--- config.mk ---
export PLATFORM = sky130hd
export DESIGN_NAME = epls_link
export DESIGN_NICKNAME = d
export VERILOG_FILES = /design/src/epls_pkg.sv /design/src/epls_link.sv
export SDC_FILE = /design/constraint.sdc
export NUM_CORES = 1
export LEC_CHECK = 0
export ABC_AREA = 1
export BUFFER_PORTS_ARGS = -buffer_cell sky130_fd_sc_hd__buf_2
export CORE_AREA = 3 3 265 267
export CTS_CLUSTER_DIAMETER = 80
export CTS_CLUSTER_SIZE = 12
export DETAILED_ROUTE_END_ITERATION = 10
export DIE_AREA = 0 0 268 270
export PLACE_DENSITY_LB_ADDON = 0.2
export SYNTH_ARGS = -nofsm -noshare
export SYNTH_HDL_FRONTEND = slang
export SYNTH_SLANG_ARGS = --single-unit
--- constraint.sdc ---
create_clock -name sys_clk -period 4.4 [get_ports sys_clk]
set_input_delay 0.44 -clock sys_clk [delete_from_list [all_inputs] [get_ports sys_clk]]
set_output_delay 0.44 -clock sys_clk [all_outputs]
set_load 0.01 [all_outputs]
--- src/epls_pkg.sv ---
`default_nettype none
package epls_pkg;
	// Register word indices; byte address is four times the index
	localparam logic [9:0] REG_CLK_LOCK = 10'h321;
	localparam logic [9:0] REG_FLAG_SEL = 10'h322;
	localparam logic [9:0] REG_FRAME_ERR = 10'h323;
	localparam logic [9:0] REG_FRM_CLR = 10'h324;
	localparam logic [9:0] REG_FIFO_FLAGS = 10'h325;
	localparam logic [9:0] REG_ALIGN = 10'h326;
	localparam logic [9:0] REG_LINK_CTRL = 10'h327;
	localparam logic [9:0] REG_LINK_STAT = 10'h328;
	localparam logic [9:0] REG_PAR_ERR = 10'h329;
	// Field positions
	localparam int SEL_RX_BIT = 4;
	localparam int CTRL_FAULT_EN_BIT = 0;
	localparam logic CTRL_FAULT_EN_RST = 1'b0;
	localparam logic [4:0] FLAG_SEL_RST = 5'h00;
	// Line characters
	localparam logic [7:0] CH_IDLE = 8'h07;
	localparam logic [7:0] CH_START = 8'hfb;
	localparam logic [7:0] CH_TERM = 8'hfd;
	localparam logic [7:0] CH_ERR = 8'hfe;
	localparam logic [7:0] CH_PRE = 8'h55;
	localparam logic [7:0] CH_SFD = 8'hd5;
	// Framing figures
	localparam int PRE_BYTES = 7;
	localparam int FCS_BYTES = 4;
	localparam int IPG_BYTES = 12;
	localparam int IDLE_DEBT_MAX = 3;
	localparam int START_ALIGN = 8;
	localparam logic [31:0] CRC_INIT = 32'hffffffff;
	localparam logic [31:0] CRC_POLY_REFL = 32'hedb88320;
	// Timing
	localparam int CLK_MHZ = 25;
	localparam int RX_RST_NS = 1000;
	localparam int RX_RST_CYC = (RX_RST_NS * CLK_MHZ + 999) / 1000;
	typedef enum logic [2:0] {
		TX_IDLE = 3'b000,
		TX_PRE = 3'b001,
		TX_DATA = 3'b010,
		TX_FCS = 3'b011,
		TX_TERM = 3'b100
	} epls_tx_state_t;
endpackage
`default_nettype wire

--- src/epls_link.sv ---
// The implementer's own choice: the APB register port.
`default_nettype none
// Operation
// - FCS is reflected CRC-32, inverted
// - Start, preamble, payload, FCS, terminate
// - Gap averages twelve bytes
// - Deficit idle counter inserts or deletes idles
// - MAC makes FCS, keeps gap
// - Per-lane parity in alignment markers
// - Twenty virtual lanes onto ten physical
// - Bytes go least significant bit first
// - Error count zero after clear under lock
// - One clock-lock bit per lane
// - Flag select chooses reported FIFO flags
// - Alignment ready drops on marker lock loss
// - Alignment status bit follows ready output
// - Local fault on signal loss if enabled
// - Signal loss starts receive reset only
// - Receiver reorders lanes by lane tags
module epls_link import epls_pkg::*; #(
	parameter int VLANES = 20,
	parameter int PLANES = 10,
	parameter int TAG_W = 5,
	parameter int CNT_W = 32
) (
	// Clock and reset
	input wire logic sys_clk,
	input wire logic rstn,
	// APB slave
	input wire logic psel,
	input wire logic penable,
	input wire logic pwrite,
	input wire logic [11:0] paddr,
	input wire logic [31:0] pwdata,
	output logic [31:0] prdata,
	output logic pready,
	output logic pslverr,
	// Transmit user stream
	input wire logic tx_valid,
	input wire logic [7:0] tx_data,
	input wire logic tx_last,
	output logic tx_ready,
	// Transmit media-independent byte stream
	output logic [7:0] tx_byte,
	output logic tx_is_ctrl,
	// Receive status inputs
	input wire logic [PLANES-1:0] rx_cdr_lock,
	input wire logic rx_signal_ok,
	input wire logic rx_am_lock,
	input wire logic rx_ctrl_err,
	input wire logic rx_am_strobe,
	input wire logic [VLANES*TAG_W-1:0] rx_lane_tag,
	input wire logic [VLANES*8-1:0] rx_par_rcvd,
	input wire logic [VLANES*8-1:0] rx_par_calc,
	// Attachment FIFO flags
	input wire logic [PLANES-1:0] tx_fifo_full,
	input wire logic [PLANES-1:0] tx_fifo_empty,
	input wire logic [PLANES-1:0] rx_fifo_full,
	input wire logic [PLANES-1:0] rx_fifo_empty,
	// Receive status outputs
	output logic rx_align_ready,
	output logic local_fault,
	output logic rx_digital_reset,
	output logic [VLANES*TAG_W-1:0] rx_lane_map
);

	////////////////////////////////////////////////////////////////////////////
	// Reflected CRC step, bit 0 of the byte first
	function automatic logic [31:0] crc_step(input logic [31:0] c, input logic [7:0] b);
		logic [31:0] r;
		r = c;
		for (int i = 0; i < 8; i++) begin
			if (r[0] ^ b[i]) begin
				r = (r >> 1) ^ CRC_POLY_REFL;
			end else begin
				r = r >> 1;
			end
		end
		return r;
	endfunction

	////////////////////////////////////////////////////////////////////////////
	// Transmit framer
	epls_tx_state_t st_q;
	logic [31:0] crc_q;
	logic [2:0] cnt_q;
	logic [2:0] pos_q;
	logic [4:0] gap_q;
	logic [1:0] debt_q;
	logic [31:0] fcs;
	logic start_ok;

	assign fcs = ~crc_q;
	// Borrowing up to three idles lets a start land on the lane boundary early
	assign start_ok = tx_valid && (pos_q == 3'((START_ALIGN) % 8)) &&
		({1'b0, gap_q} >= 6'(IPG_BYTES - IDLE_DEBT_MAX) + {4'h0, debt_q});

	always_ff @(posedge sys_clk or negedge rstn) begin
		if (!rstn) begin
			st_q <= TX_IDLE;
			crc_q <= CRC_INIT;
			cnt_q <= 3'h0;
			pos_q <= 3'h0;
			gap_q <= 5'(IPG_BYTES);
			debt_q <= 2'h0;
			tx_ready <= 1'b0;
			tx_byte <= CH_IDLE;
			tx_is_ctrl <= 1'b1;
		end else begin
			pos_q <= pos_q + 3'h1;
			unique case (st_q)
				TX_IDLE: begin
					tx_is_ctrl <= 1'b1;
					if (start_ok) begin
						tx_byte <= CH_START;
						st_q <= TX_PRE;
						cnt_q <= 3'h0;
						crc_q <= CRC_INIT;
						// Debt grows by idles deleted, shrinks by idles added
						if ({1'b0, gap_q} >= 6'(IPG_BYTES) + {4'h0, debt_q}) begin
							debt_q <= 2'h0;
						end else begin
							debt_q <= 2'(6'(IPG_BYTES) + {4'h0, debt_q} - {1'b0, gap_q});
						end
					end else begin
						tx_byte <= CH_IDLE;
						if (gap_q != 5'h1f) begin
							gap_q <= gap_q + 5'h01;
						end
					end
				end
				TX_PRE: begin
					tx_is_ctrl <= 1'b0;
					cnt_q <= cnt_q + 3'h1;
					if (cnt_q == 3'(PRE_BYTES - 1)) begin
						tx_byte <= CH_SFD;
						st_q <= TX_DATA;
						tx_ready <= 1'b1;
					end else begin
						tx_byte <= CH_PRE;
					end
				end
				TX_DATA: begin
					if (tx_valid) begin
						tx_byte <= tx_data;
						tx_is_ctrl <= 1'b0;
						crc_q <= crc_step(crc_q, tx_data);
						if (tx_last) begin
							tx_ready <= 1'b0;
							st_q <= TX_FCS;
							cnt_q <= 3'h0;
						end
					end else begin
						// Underrun mid-frame cannot idle, so the frame is marked bad
						tx_byte <= CH_ERR;
						tx_is_ctrl <= 1'b1;
					end
				end
				TX_FCS: begin
					tx_is_ctrl <= 1'b0;
					tx_byte <= fcs[8*cnt_q[1:0] +: 8];
					cnt_q <= cnt_q + 3'h1;
					if (cnt_q == 3'(FCS_BYTES - 1)) begin
						st_q <= TX_TERM;
					end
				end
				TX_TERM: begin
					tx_is_ctrl <= 1'b1;
					tx_byte <= CH_TERM;
					gap_q <= 5'h01;
					st_q <= TX_IDLE;
				end
			endcase
		end
	end

	////////////////////////////////////////////////////////////////////////////
	// Receive link state
	logic sig_q;
	logic [7:0] rst_cnt_q;
	logic fault_en_q;

	always_ff @(posedge sys_clk or negedge rstn) begin
		if (!rstn) begin
			sig_q <= 1'b0;
			rst_cnt_q <= 8'h00;
			rx_digital_reset <= 1'b0;
		end else begin
			sig_q <= rx_signal_ok;
			// Only the receive path is reset; the framer runs on
			if (sig_q && !rx_signal_ok) begin
				rst_cnt_q <= 8'(RX_RST_CYC);
				rx_digital_reset <= 1'b1;
			end else if (rst_cnt_q != 8'h00) begin
				rst_cnt_q <= rst_cnt_q - 8'h01;
				rx_digital_reset <= (rst_cnt_q != 8'h01);
			end
		end
	end

	always_ff @(posedge sys_clk or negedge rstn) begin
		if (!rstn) begin
			rx_align_ready <= 1'b0;
		end else begin
			rx_align_ready <= rx_am_lock && rx_signal_ok && !rx_digital_reset;
		end
	end

	always_ff @(posedge sys_clk or negedge rstn) begin
		if (!rstn) begin
			local_fault <= 1'b0;
		end else begin
			local_fault <= fault_en_q && !rx_signal_ok;
		end
	end

	// Lane reorder map: entry t holds the arriving lane that carries tag t
	always_ff @(posedge sys_clk or negedge rstn) begin
		if (!rstn) begin
			rx_lane_map <= '0;
		end else if (rx_am_strobe) begin
			for (int i = 0; i < VLANES; i++) begin
				rx_lane_map[TAG_W*int'(rx_lane_tag[TAG_W*i +: TAG_W]) +: TAG_W] <= TAG_W'(i);
			end
		end
	end

	////////////////////////////////////////////////////////////////////////////
	// Status registers
	logic [PLANES-1:0] lock_q;
	logic [CNT_W-1:0] err_cnt_q;
	logic clr_q;
	logic [4:0] sel_q;
	logic [1:0] flags_q;
	logic [PLANES-1:0] par_err_q;
	logic [PLANES-1:0] par_hit;
	logic [9:0] idx;
	logic wr_ok;
	logic [PLANES-1:0] par_w1c;

	// One register word written in this access
	function automatic logic wr_to(input logic ok, input logic [9:0] at, input logic [9:0] word);
		return ok && (at == word);
	endfunction

	assign idx = paddr[11:2];
	// Misaligned accesses are refused, so they must not write either
	assign wr_ok = psel && penable && pready && pwrite && (paddr[1:0] == 2'h0);
	assign par_w1c = wr_to(wr_ok, idx, REG_PAR_ERR) ? pwdata[PLANES-1:0] : '0;

	always_comb begin
		par_hit = '0;
		for (int i = 0; i < VLANES; i++) begin
			if (rx_par_rcvd[8*i +: 8] != rx_par_calc[8*i +: 8]) begin
				par_hit[i/(VLANES/PLANES)] = 1'b1;
			end
		end
		if (!rx_am_strobe) begin
			par_hit = '0;
		end
	end

	always_ff @(posedge sys_clk or negedge rstn) begin
		if (!rstn) begin
			lock_q <= '0;
		end else begin
			lock_q <= rx_cdr_lock;
		end
	end

	// Lane numbers past the last physical lane read as no flags, never unknown
	always_ff @(posedge sys_clk or negedge rstn) begin
		if (!rstn) begin
			flags_q <= 2'h0;
		end else if (int'(sel_q[3:0]) >= PLANES) begin
			flags_q <= 2'h0;
		end else if (sel_q[SEL_RX_BIT]) begin
			flags_q <= {rx_fifo_full[sel_q[3:0]], rx_fifo_empty[sel_q[3:0]]};
		end else begin
			flags_q <= {tx_fifo_full[sel_q[3:0]], tx_fifo_empty[sel_q[3:0]]};
		end
	end

	always_ff @(posedge sys_clk or negedge rstn) begin
		if (!rstn) begin
			err_cnt_q <= '0;
		end else if (clr_q) begin
			err_cnt_q <= '0;
		end else if (rx_ctrl_err && err_cnt_q != '1) begin
			err_cnt_q <= err_cnt_q + CNT_W'(1);
		end
	end

	// New parity hits win over a software clear in the same cycle
	always_ff @(posedge sys_clk or negedge rstn) begin
		if (!rstn) begin
			par_err_q <= '0;
		end else begin
			par_err_q <= (par_err_q & ~par_w1c) | par_hit;
		end
	end

	always_ff @(posedge sys_clk or negedge rstn) begin
		if (!rstn) begin
			clr_q <= 1'b0;
		end else if (wr_to(wr_ok, idx, REG_FRM_CLR)) begin
			clr_q <= pwdata[0];
		end
	end

	always_ff @(posedge sys_clk or negedge rstn) begin
		if (!rstn) begin
			sel_q <= FLAG_SEL_RST;
		end else if (wr_to(wr_ok, idx, REG_FLAG_SEL)) begin
			sel_q <= pwdata[4:0];
		end
	end

	always_ff @(posedge sys_clk or negedge rstn) begin
		if (!rstn) begin
			fault_en_q <= CTRL_FAULT_EN_RST;
		end else if (wr_to(wr_ok, idx, REG_LINK_CTRL)) begin
			fault_en_q <= pwdata[CTRL_FAULT_EN_BIT];
		end
	end

	////////////////////////////////////////////////////////////////////////////
	// APB slave, one wait state
	logic [31:0] rd;
	logic hit;

	always_comb begin
		rd = 32'h0;
		hit = (paddr[1:0] == 2'h0);
		unique case (idx)
			REG_CLK_LOCK: rd = 32'(lock_q);
			REG_FLAG_SEL: rd = 32'(sel_q);
			REG_FRAME_ERR: rd = 32'(err_cnt_q);
			REG_FRM_CLR: rd = 32'(clr_q);
			REG_FIFO_FLAGS: rd = 32'(flags_q);
			REG_ALIGN: rd = 32'(rx_align_ready);
			REG_LINK_CTRL: rd = 32'(fault_en_q);
			REG_LINK_STAT: rd = {30'h0, rx_digital_reset, local_fault};
			REG_PAR_ERR: rd = 32'(par_err_q);
			default: hit = 1'b0;
		endcase
		if (!hit) begin
			rd = 32'h0;
		end
	end

	always_ff @(posedge sys_clk or negedge rstn) begin
		if (!rstn) begin
			pready <= 1'b0;
			prdata <= 32'h0;
			pslverr <= 1'b0;
		end else if (psel && penable && !pready) begin
			pready <= 1'b1;
			prdata <= pwrite ? 32'h0 : rd;
			pslverr <= !hit;
		end else begin
			pready <= 1'b0;
			pslverr <= 1'b0;
		end
	end

endmodule
`default_nettype wire

# Yosys cells after proc, flatten, opt, wreduce, memory -nomap -nowiden
# Index checks and enable logic that the tools add are counted.
# totals
elab_cells	335
output_inout_bits	147
register_bits	265
# classes
shift	41
magnitude_cmp	4
add_sub_neg	28
n_reduce_logical	39
eq_ne	45
bitwise	20
n_mux	113
n_mul	20
# ops
cell	count
100-bit bitwise mux	20
5-bit by 33-bit variable shift with 100-bit output, first input constant	20
5-bit by 33-bit variable part select with 100-bit output, first input constant	20
32-bit two-way mux	28
8-bit negation with 33-bit output	20
32-bit case mux with 9 select lines	1
3-bit by 5-bit multiplier with 8-bit output, first input constant	20
8-bit != test	20
13-bit inverter with 14-bit output	8
10-bit equality test, second input constant	9
32-bit case mux with 2 select lines	1
8-bit two-way mux	5
8-bit case mux with 5 select lines	1
1-bit two-way mux	33
32-bit by 1-bit adder with 32-bit output, second input constant	1
32-bit != test, second input constant	1
32-bit inverter	1
32-bit by 6-bit variable part select with 8-bit output	1
3-bit two-way mux	8
10-bit two-way mux	2
1-bit binary-select mux with 4-bit select	4
1-bit logical AND	16
3-bit case mux with 5 select lines	1
2-bit != test, second input constant	7
35 further kinds	62

# Longest topological paths before layout
# Gate-level depths: netlist of run 1.
# logic_depth
depth_word	32
ltp_mapped	26
ltp_nobuf	26

# Least setup slack after synthesis of run 1
# OpenSTA, ideal clock, no wires.
# synth_timing
path_type	register to register
start	register debt_q[0]
end	register crc_q[1]
path_buffers	2
path_slack_ns	2.076
setup_time_ns	0.079
required_ns	4.321
arrival_time_ns	2.245
period_less_slack_ns	2.324
path_stages_with_launch	13
cell_sequence	dfrtp_1 -> ha_1 -> inv_1 -> ha_1 -> a21o_1 -> a21oi_1 -> o21ai_0 -> nand3_1 -> nand2_1 -> buf_2 -> buf_1 -> nand2_1 -> o21ai_0
# synth_via
elab_chain_len	5
# synth_rtl
element	line	rtl
start: declaration	epls_link.sv:89	logic [1:0] debt_q;
start signal: assignment	epls_link.sv:123	debt_q <= 2'(6'(IPG_BYTES) + {4'h0, debt_q} - {1'b0, gap_q});
4-bit by 2-bit adder with 5-bit output	epls_link.sv:96	({1'b0, gap_q} >= 6'(IPG_BYTES - IDLE_DEBT_MAX) + {4'h0, debt_q});
5-bit greater-or-equal comparator	epls_link.sv:96	
1-bit logical AND	epls_link.sv:95	assign start_ok = tx_valid && (pos_q == 3'((START_ALIGN) % 8)) &&
2-bit != test (no source line)	-	
3-bit AND reduction (no source line)	-	
end signal: assignment	epls_link.sv:147	crc_q <= crc_step(crc_q, tx_data);
end: declaration	epls_link.sv:85	logic [31:0] crc_q;
# Every way passes these cells.
# A chain may end at the register's enable or synchronous reset.

# Worst setup path after layout of run 1
# layout_timing
start	input rx_lane_tag[25]
end	register rx_lane_map[60]
# layout_via
elab_chain_len	18
word_cells_on_any_way	19
classes_between	1 x add/sub; 1 x mul; 2 x shift; 15 x mux
# layout_rtl
element	line	rtl
start: declaration	epls_link.sv:52	input wire logic [VLANES*TAG_W-1:0] rx_lane_tag,
3-bit by 5-bit multiplier with 8-bit output (*)	epls_link.sv:223	rx_lane_map[TAG_W*int'(rx_lane_tag[TAG_W*i +: TAG_W]) +: TAG_W] <= TAG_W'(i);
8-bit negation with 33-bit output (*)	epls_link.sv:223	
5-bit by 33-bit variable part select with 100-bit output or 5-bit by 33-bit variable shift with 100-bit output (tied branches)	epls_link.sv:223	
100-bit bitwise mux (*) (15 in series)	epls_link.sv:223	
end signal: indexed assignment	epls_link.sv:223	
end: declaration	epls_link.sv:64	output logic [VLANES*TAG_W-1:0] rx_lane_map
# Every way passes the cells marked *; elsewhere a longest branch is shown, timed or not.

==> impl_metrics.yaml, run 1 <==
layout:
  drive_gt1_frac: 0.206
  nNetsFinal: 5272
  num-fill-cells: 7368
  final_core_util: 0.441
  syn_to_final_growth_pct: 21.2
logic_synthesis:
  ys_seq_area_frac: 0.268
  synth_top_cells_by_area: "dfrtp_1 23%, nand2_1 17%, nor2_1 10%"
  avgSynthCellArea_um2: 6.24
  synth_common_cells: "1126 x nand2_1, 660 x nor2_1, 631 x inv_1"
  synth_area_leader_cell: "dfrtp_1"
  synth-edff-count: 0
  yosysMostFrequentCell: "nand2_1"
  ys_types: 68
  synth_top_cell_area_share: 0.228
  syn_area_um2: 24900
  async_flop_share: 1.00
  ys_seq_elements: 265
  yosysWarnings: 0
  synth_nets: 4600
  synthFlopType: "dfrtp_1"
  syn_inst: 3990
route:
  vias_per_cell: 5.07
  drc: 0
  via_count: 28300
  drt_iter0_markers: 2551
  wire_per_inst_um: 21.9
  routed_wl_um: 122000
  ant_nets: 0
  dr.pass1.iters: 6
sta:
  skew_ps: 13.4
  rsz0062_at_grt: "no"
  hold_violations: 0
  finalCritPeriodShare: 0.655
  fmax_mhz: 347
  slew_violations: 0
  fin_setup_tns_ps: 0
  final.min_clock_period_ps: 2880
  slew_headroom: 0.238
  tightest_slew_ps: 1140
  setup_viol: 0
  setup_slack_ps: 1520
floorplanning:
  rows: 96
  die_x_um: 268
  io_pins: 680
  die_y_um: 270
  initial_utilization: 0.364
  die_area_um2: 72400
  core-area_um2: 68300
run_status:
  status: "finished clean"
clock_tree:
  root_buffer: "clkbuf_16"
  cts-resized-gates: 0
  cts.path.max_buffers: 3
  clkSinkCount: 265
  h-tree-depth: 1
  clk_pin_slew_ps: 60
  tritoncts: "done"
  numCtsBuffers: 27
  insertion_delay_ps: 580
place:
  place_hpwl_um: 107000
  post-place-ws_ps: 1040
  gp_congestion: 1.01
  portBuffers: 657
worst_setup_path:
  required_ps: 4900
  cp-start-kind: "primary input"
  r2r_start: "debt_q[0]$_DFFE_PN0P_"
  reg2reg_depth: 11
  path_class: "in2reg"
  cp.arrival_ps: 3380
  r2r-end: "crc_q[25]$_DFFE_PN1P_"
  r2r_slack_ps: 1540
  crit_fanout: 8
  critPathCaptureType: "register"
hold_path:
  hp-start: "rx_signal_ok"
  holdPathEnd: "sig_q$_DFF_PN0_"
  hold_path.class: "in2reg"
  worstHoldPathCells: 1
flow_run:
  max_cap_viol_count: 0
pwr:
  p_leak_nw: 16.1
  power_density_nw_per_um2: 360
  ir_drop_mv: 0.336
global_route:
  antenna_found_initial: 46
  grt_pass1_vias: 26500
  grt_pass1_wl_um: 175000
  gr-usage-all-layers: 0.328
  grt_start_max_net_pins: 83
  grt_overflow: 0
placed cells by master (no fill, tap or decap), drive strengths merged, types with 19 or more instances in the layout:
cell,instances
a31oi,52
nand4,19
dfrtp,227
nor3,59
clkbuf,43
a21oi,111
o2111ai,25
xnor2,92
nand2,1150
dfstp,38
inv,676
or2,30
xor2,114
nor2,697
ha,77
nor4,43
nand3,162
o21ai,256
buf,674
logic make-up after synthesis:
| kind of cell | count (synthesis) | share of synthesized area |
|---|---|---|
| buf+inv | 720 | 0.111 |
| xor+xnor | 206 | 0.0828 |
| simple gates | 2189 | 0.367 |
| flops | 265 | 0.268 |
| compound gates | 531 | 0.131 |
| fa+ha+maj | 77 | 0.0387 |
| mux | 2 | 0.000804 |
worst max path at each step:
stage	startpoint	endpoint	slack (ps)	depth (start not counted)
2_1_floorplan	debt_q[0]$_DFFE_PN0P_	crc_q[1]$_DFFE_PN1P_	2080	12
3_3_place_gp	rx_lane_tag[25]	rx_lane_map[60]$_DFFE_PN0P_	1080	15
3_5_place_dp	rx_lane_tag[25]	rx_lane_map[60]$_DFFE_PN0P_	1040	15
4_1_cts	debt_q[0]$_DFFE_PN0P_	crc_q[25]$_DFFE_PN1P_	1520	11
5_1_grt	debt_q[0]$_DFFE_PN0P_	crc_q[13]$_DFFE_PN1P_	1170	11
6_report	rx_lane_tag[25]	rx_lane_map[60]$_DFFE_PN0P_	1520	15
per-stage QoR:
| step | hold slack, ps | total power (W) | instances | area, um2 |
|---|---|---|---|---|
| final | 61.8 | 0.0109 | 5579 | 30200 |
| after global routing | 30.5 | 0.0116 | 5569 | 30100 |
| after CTS | 38.1 | 0.0109 | 5564 | 30100 |
| after detailed placement | 444 | 0.00862 | 5504 | 29200 |
| after global placement | 442 | 0.00857 | 5504 | 29200 |
| after floorplan | 144 | 0.00658 | 3990 | 24900 |
layer usage:
metal | track usage | up-vias | wire length (um)
li1 | - | 13800 | -
met1 | 0.436 | 13100 | 52300
met2 | 0.517 | 1100 | 53500
met3 | 0.0853 | 214 | 11100
met4 | 0.107 | 48 | 5140
met5 | 0 | - | 333
power breakdown:
part | internal (W) | total [W] | switching (W) | leakage, nW
clock | 0.00117 | 0.00221 | 0.00104 | 0.384
combinational | 0.00172 | 0.00496 | 0.00323 | 12.5
sequential | 0.00316 | 0.00370 | 0.000539 | 3.26
total | 0.00605 | 0.0109 | 0.00481 | 16.1
cell type report:
type / count / area (um2) / share of cell area
multi-input cells: 3005 / 15400 / 0.512
flip-flops and latches: 265 / 6680 / 0.221
repair buffers: 685 / 3560 / 0.118
inverters: 678 / 2550 / 0.0845
well taps: 882 / 1100 / 0.0366
clock buffers: 43 / 746 / 0.0247
clock inverters: 6 / 51.3 / 0.00170
diodes: 15 / 37.5 / 0.00124
flip-flops by register name, indices dropped and copies added (netlist names), 3 cells and up:
| register | count |
|---|---|
| rx_lane_map | 100 |
| crc_q | 32 |
| err_cnt_q | 32 |
| prdata | 32 |
| lock_q | 10 |
| par_err_q | 10 |
| rst_cnt_q | 8 |
| tx_byte | 8 |
| gap_q | 5 |
| sel_q | 5 |
| cnt_q | 3 |
| pos_q | 3 |
| st_q | 3 |
critical path, stage by stage:
cell and delay (ps):
buf_2 110, inv_1 70, ha_1 220, nand2_1 110, xor2_2 260, nor2_2 160, nand2_1 130, nand2_1 60
nor2_1 140, inv_1 160, a2111oi_2 720, nand3b_1 250, nand2_1 290, nor2_1 90, a21oi_2 140
what timing repair did:
action | CTS | global route
hold endpoints to repair | 63 | 0
hold buffers | 11 | 0
setup buffers | 0 | 0
Power figures use the tool's default switching activity.
==> inputs of run 2 (changes only) <==
--- a/config.mk
+++ b/config.mk
@@ -7,11 +7,11 @@
 export LEC_CHECK = 0
 export ABC_AREA = 1
 export BUFFER_PORTS_ARGS = -buffer_cell sky130_fd_sc_hd__buf_2
-export CORE_AREA = 3 3 265 267
+export CORE_AREA = 3 3 266 268
 export CTS_CLUSTER_DIAMETER = 80
 export CTS_CLUSTER_SIZE = 12
 export DETAILED_ROUTE_END_ITERATION = 10
-export DIE_AREA = 0 0 268 270
+export DIE_AREA = 0 0 269 271
 export PLACE_DENSITY_LB_ADDON = 0.2
 export SYNTH_ARGS = -nofsm -noshare
 export SYNTH_HDL_FRONTEND = slang
==> constraint.sdc (replaced) <==
create_clock -name sys_clk -period 3 [get_ports sys_clk]
set_input_delay 0.3 -clock sys_clk [delete_from_list [all_inputs] [get_ports sys_clk]]
set_output_delay 0.3 -clock sys_clk [all_outputs]
set_load 0.01 [all_outputs]
==> impl_metrics.yaml, run 2 (same netlist as run 1, synthesis figures left out) <==
global_route:
  gr-usage-all-layers: 0.340
  grt_pass1_vias: 26900
  antenna_found_initial: 50
  grt_pass1_wl_um: 181000
  grt_start_max_net_pins: 78
  grt_overflow: 0
sta:
  fmax_mhz: 385
  tightest_slew_ps: 784
  skew_ps: 38.5
  slew_violations: 0
  final.min_clock_period_ps: 2600
  hold_violations: 0
  setup_viol: 0
  holdWs_ps: 40.2
  fin_setup_tns_ps: 0
  finalCritPeriodShare: 0.865
  slew_headroom: 0.476
  rsz0062_at_grt: "no"
clock_tree:
  root_buffer: "clkbuf_16"
  clk_pin_slew_ps: 70
  insertion_delay_ps: 610
  cts.path.max_buffers: 3
  clkSinkCount: 265
  numCtsBuffers: 28
  h-tree-depth: 1
  tritoncts: "done"
worst_setup_path:
  cp-start-kind: "register"
  cp.arrival_ps: 3120
  path_class: "reg2reg"
  r2r_start: "err_cnt_q[0]$_DFFE_PN0P_"
  crit_chain: "ha_1 -> nand2_1 -> inv_1 -> nand4_1 -> nor2_1 -> nand4_1 -> nand2_1 -> inv_2 -> nand4_1 -> nor2_1 -> nand3_1 -> nor2_1 -> nand3_1 -> nor2_1 -> o21ai_1 -> a21oi_1"
  critPathCaptureType: "register"
  path_buf_inv: 2
  reg2reg_depth: 16
  r2r_slack_ps: 400
  cpLargestDelayFamily: "simple AND/OR/NAND/NOR gates"
  cpPeakStageDelay_ps: 390
  r2r-end: "err_cnt_q[27]$_DFFE_PN0P_"
  path_common_cell: "nor2_1"
  crit_fanout: 9
  slowest_stage: "dfrtp_1"
  required_ps: 3520
route:
  drt_iter0_markers: 2622
  dr.pass1.iters: 6
  drc: 0
  vias_per_cell: 5.01
  via_count: 28800
  wire_per_inst_um: 22.2
  ant_nets: 0
  routed_wl_um: 127000
layout:
  multiInputGateArea_um2: 15400
  num-fill-cells: 7391
  largest_reg_flops: 100
  design_area_um2: 31100
  seq_area_um2: 6680
  nNetsFinal: 5372
  final_common_cell: "nand2_1"
  final_cell_mix: "1126 x nand2_1, 660 x nor2_1, 656 x buf_2"
  drive_gt1_frac: 0.219
  syn_to_final_growth_pct: 25.0
  top_register: "rx_lane_map"
floorplanning:
  core-area_um2: 68600
  die_y_um: 271
  die_area_um2: 72900
  die_x_um: 269
  io_pins: 680
  rows: 96
  initial_utilization: 0.363
hold_path:
  hold_path.class: "in2reg"
  holdPathEnd: "par_err_q[7]$_DFF_PN0_"
  hp-start: "pwdata[7]"
  worstHoldPathCells: 4
place:
  placed_cell_area_um2: 29900
  gp_congestion: 1.04
  place_hpwl_um: 112000
  portBuffers: 657
pwr:
  ir_drop_mv: 0.473
  power_density_nw_per_um2: 525
  p_total_w: 0.0163
  p_leak_nw: 16.6
flow_run:
  max_cap_viol_count: 0
run_status:
  status: "finished clean"
-- run 2: stage by stage --
| stage | worst slack (ps) | std cells | utilization |
|---|---|---|---|
| finish | 404 | 5742 | 0.453 |
| detailed placement | 129 | 5637 | 0.436 |
| CTS | 463 | 5710 | 0.452 |
| floorplan | 676 | 3990 | - |
| global placement | 147 | 5637 | 0.436 |
| global route | 46.1 | 5720 | 0.453 |
-- run 2: cell type report --
cell class | count | share of cell area
well taps | 931 | 0.0375
clock buffers | 42 | 0.0249
clock inverters | 5 | 0.00213
diodes | 32 | 0.00257
multi-input cells | 3005 | 0.496
inverters | 678 | 0.0820
flip-flops and latches | 265 | 0.215
repair buffers | 784 | 0.140
-- run 2: worst max-delay path by stage --
stage                        startpoint                     endpoint  cells past startpoint
6_report       err_cnt_q[0]$_DFFE_PN0P_    err_cnt_q[27]$_DFFE_PN0P_                     16
5_1_grt        err_cnt_q[0]$_DFFE_PN0P_    err_cnt_q[27]$_DFFE_PN0P_                     16
2_1_floorplan     debt_q[0]$_DFFE_PN0P_         crc_q[1]$_DFFE_PN1P_                     12
4_1_cts        err_cnt_q[0]$_DFFE_PN0P_    err_cnt_q[27]$_DFFE_PN0P_                     16
3_3_place_gp            rx_lane_tag[75]  rx_lane_map[56]$_DFFE_PN0P_                     16
3_5_place_dp            rx_lane_tag[75]  rx_lane_map[56]$_DFFE_PN0P_                     16
-- run 2: worst register-to-register path, delay by kind of cell (launching register included) --
| kind | cells | cell delay, ps |
|---|---|---|
| adder cells (fa/ha/maj) | 1 | 210 |
| AND/OR/NAND/NOR | 11 | 1430 |
| AO/OA/AOI/OAI | 2 | 220 |
| buffers and inverters | 2 | 250 |
| flip-flops | 1 | 390 |
-- run 2: power by group --
part	switching (W)	internal [W]
clock network	0.00160	0.00179
logic	0.00484	0.00270
registers	0.000764	0.00463
total	0.00721	0.00912
-- run 2: metal layers --
| metal | part of all wire | GRT usage | vias up |
|---|---|---|---|
| met1 | 0.43 | 0.456 | 13300 |
| met4 | 0.051 | 0.130 | 34 |
| li1 | - | - | 14100 |
| met2 | 0.42 | 0.525 | 1140 |
| met3 | 0.096 | 0.0862 | 214 |
| met5 | 0.0019 | 0 | - |
-- run 2: what timing repair did --
action	4_1_cts	5_1_grt
endpoints found under the setup margin	0	0
endpoints found under the hold margin	84	0
resized for setup	0	0
hold buffers	26	0
buffers inserted	0	0
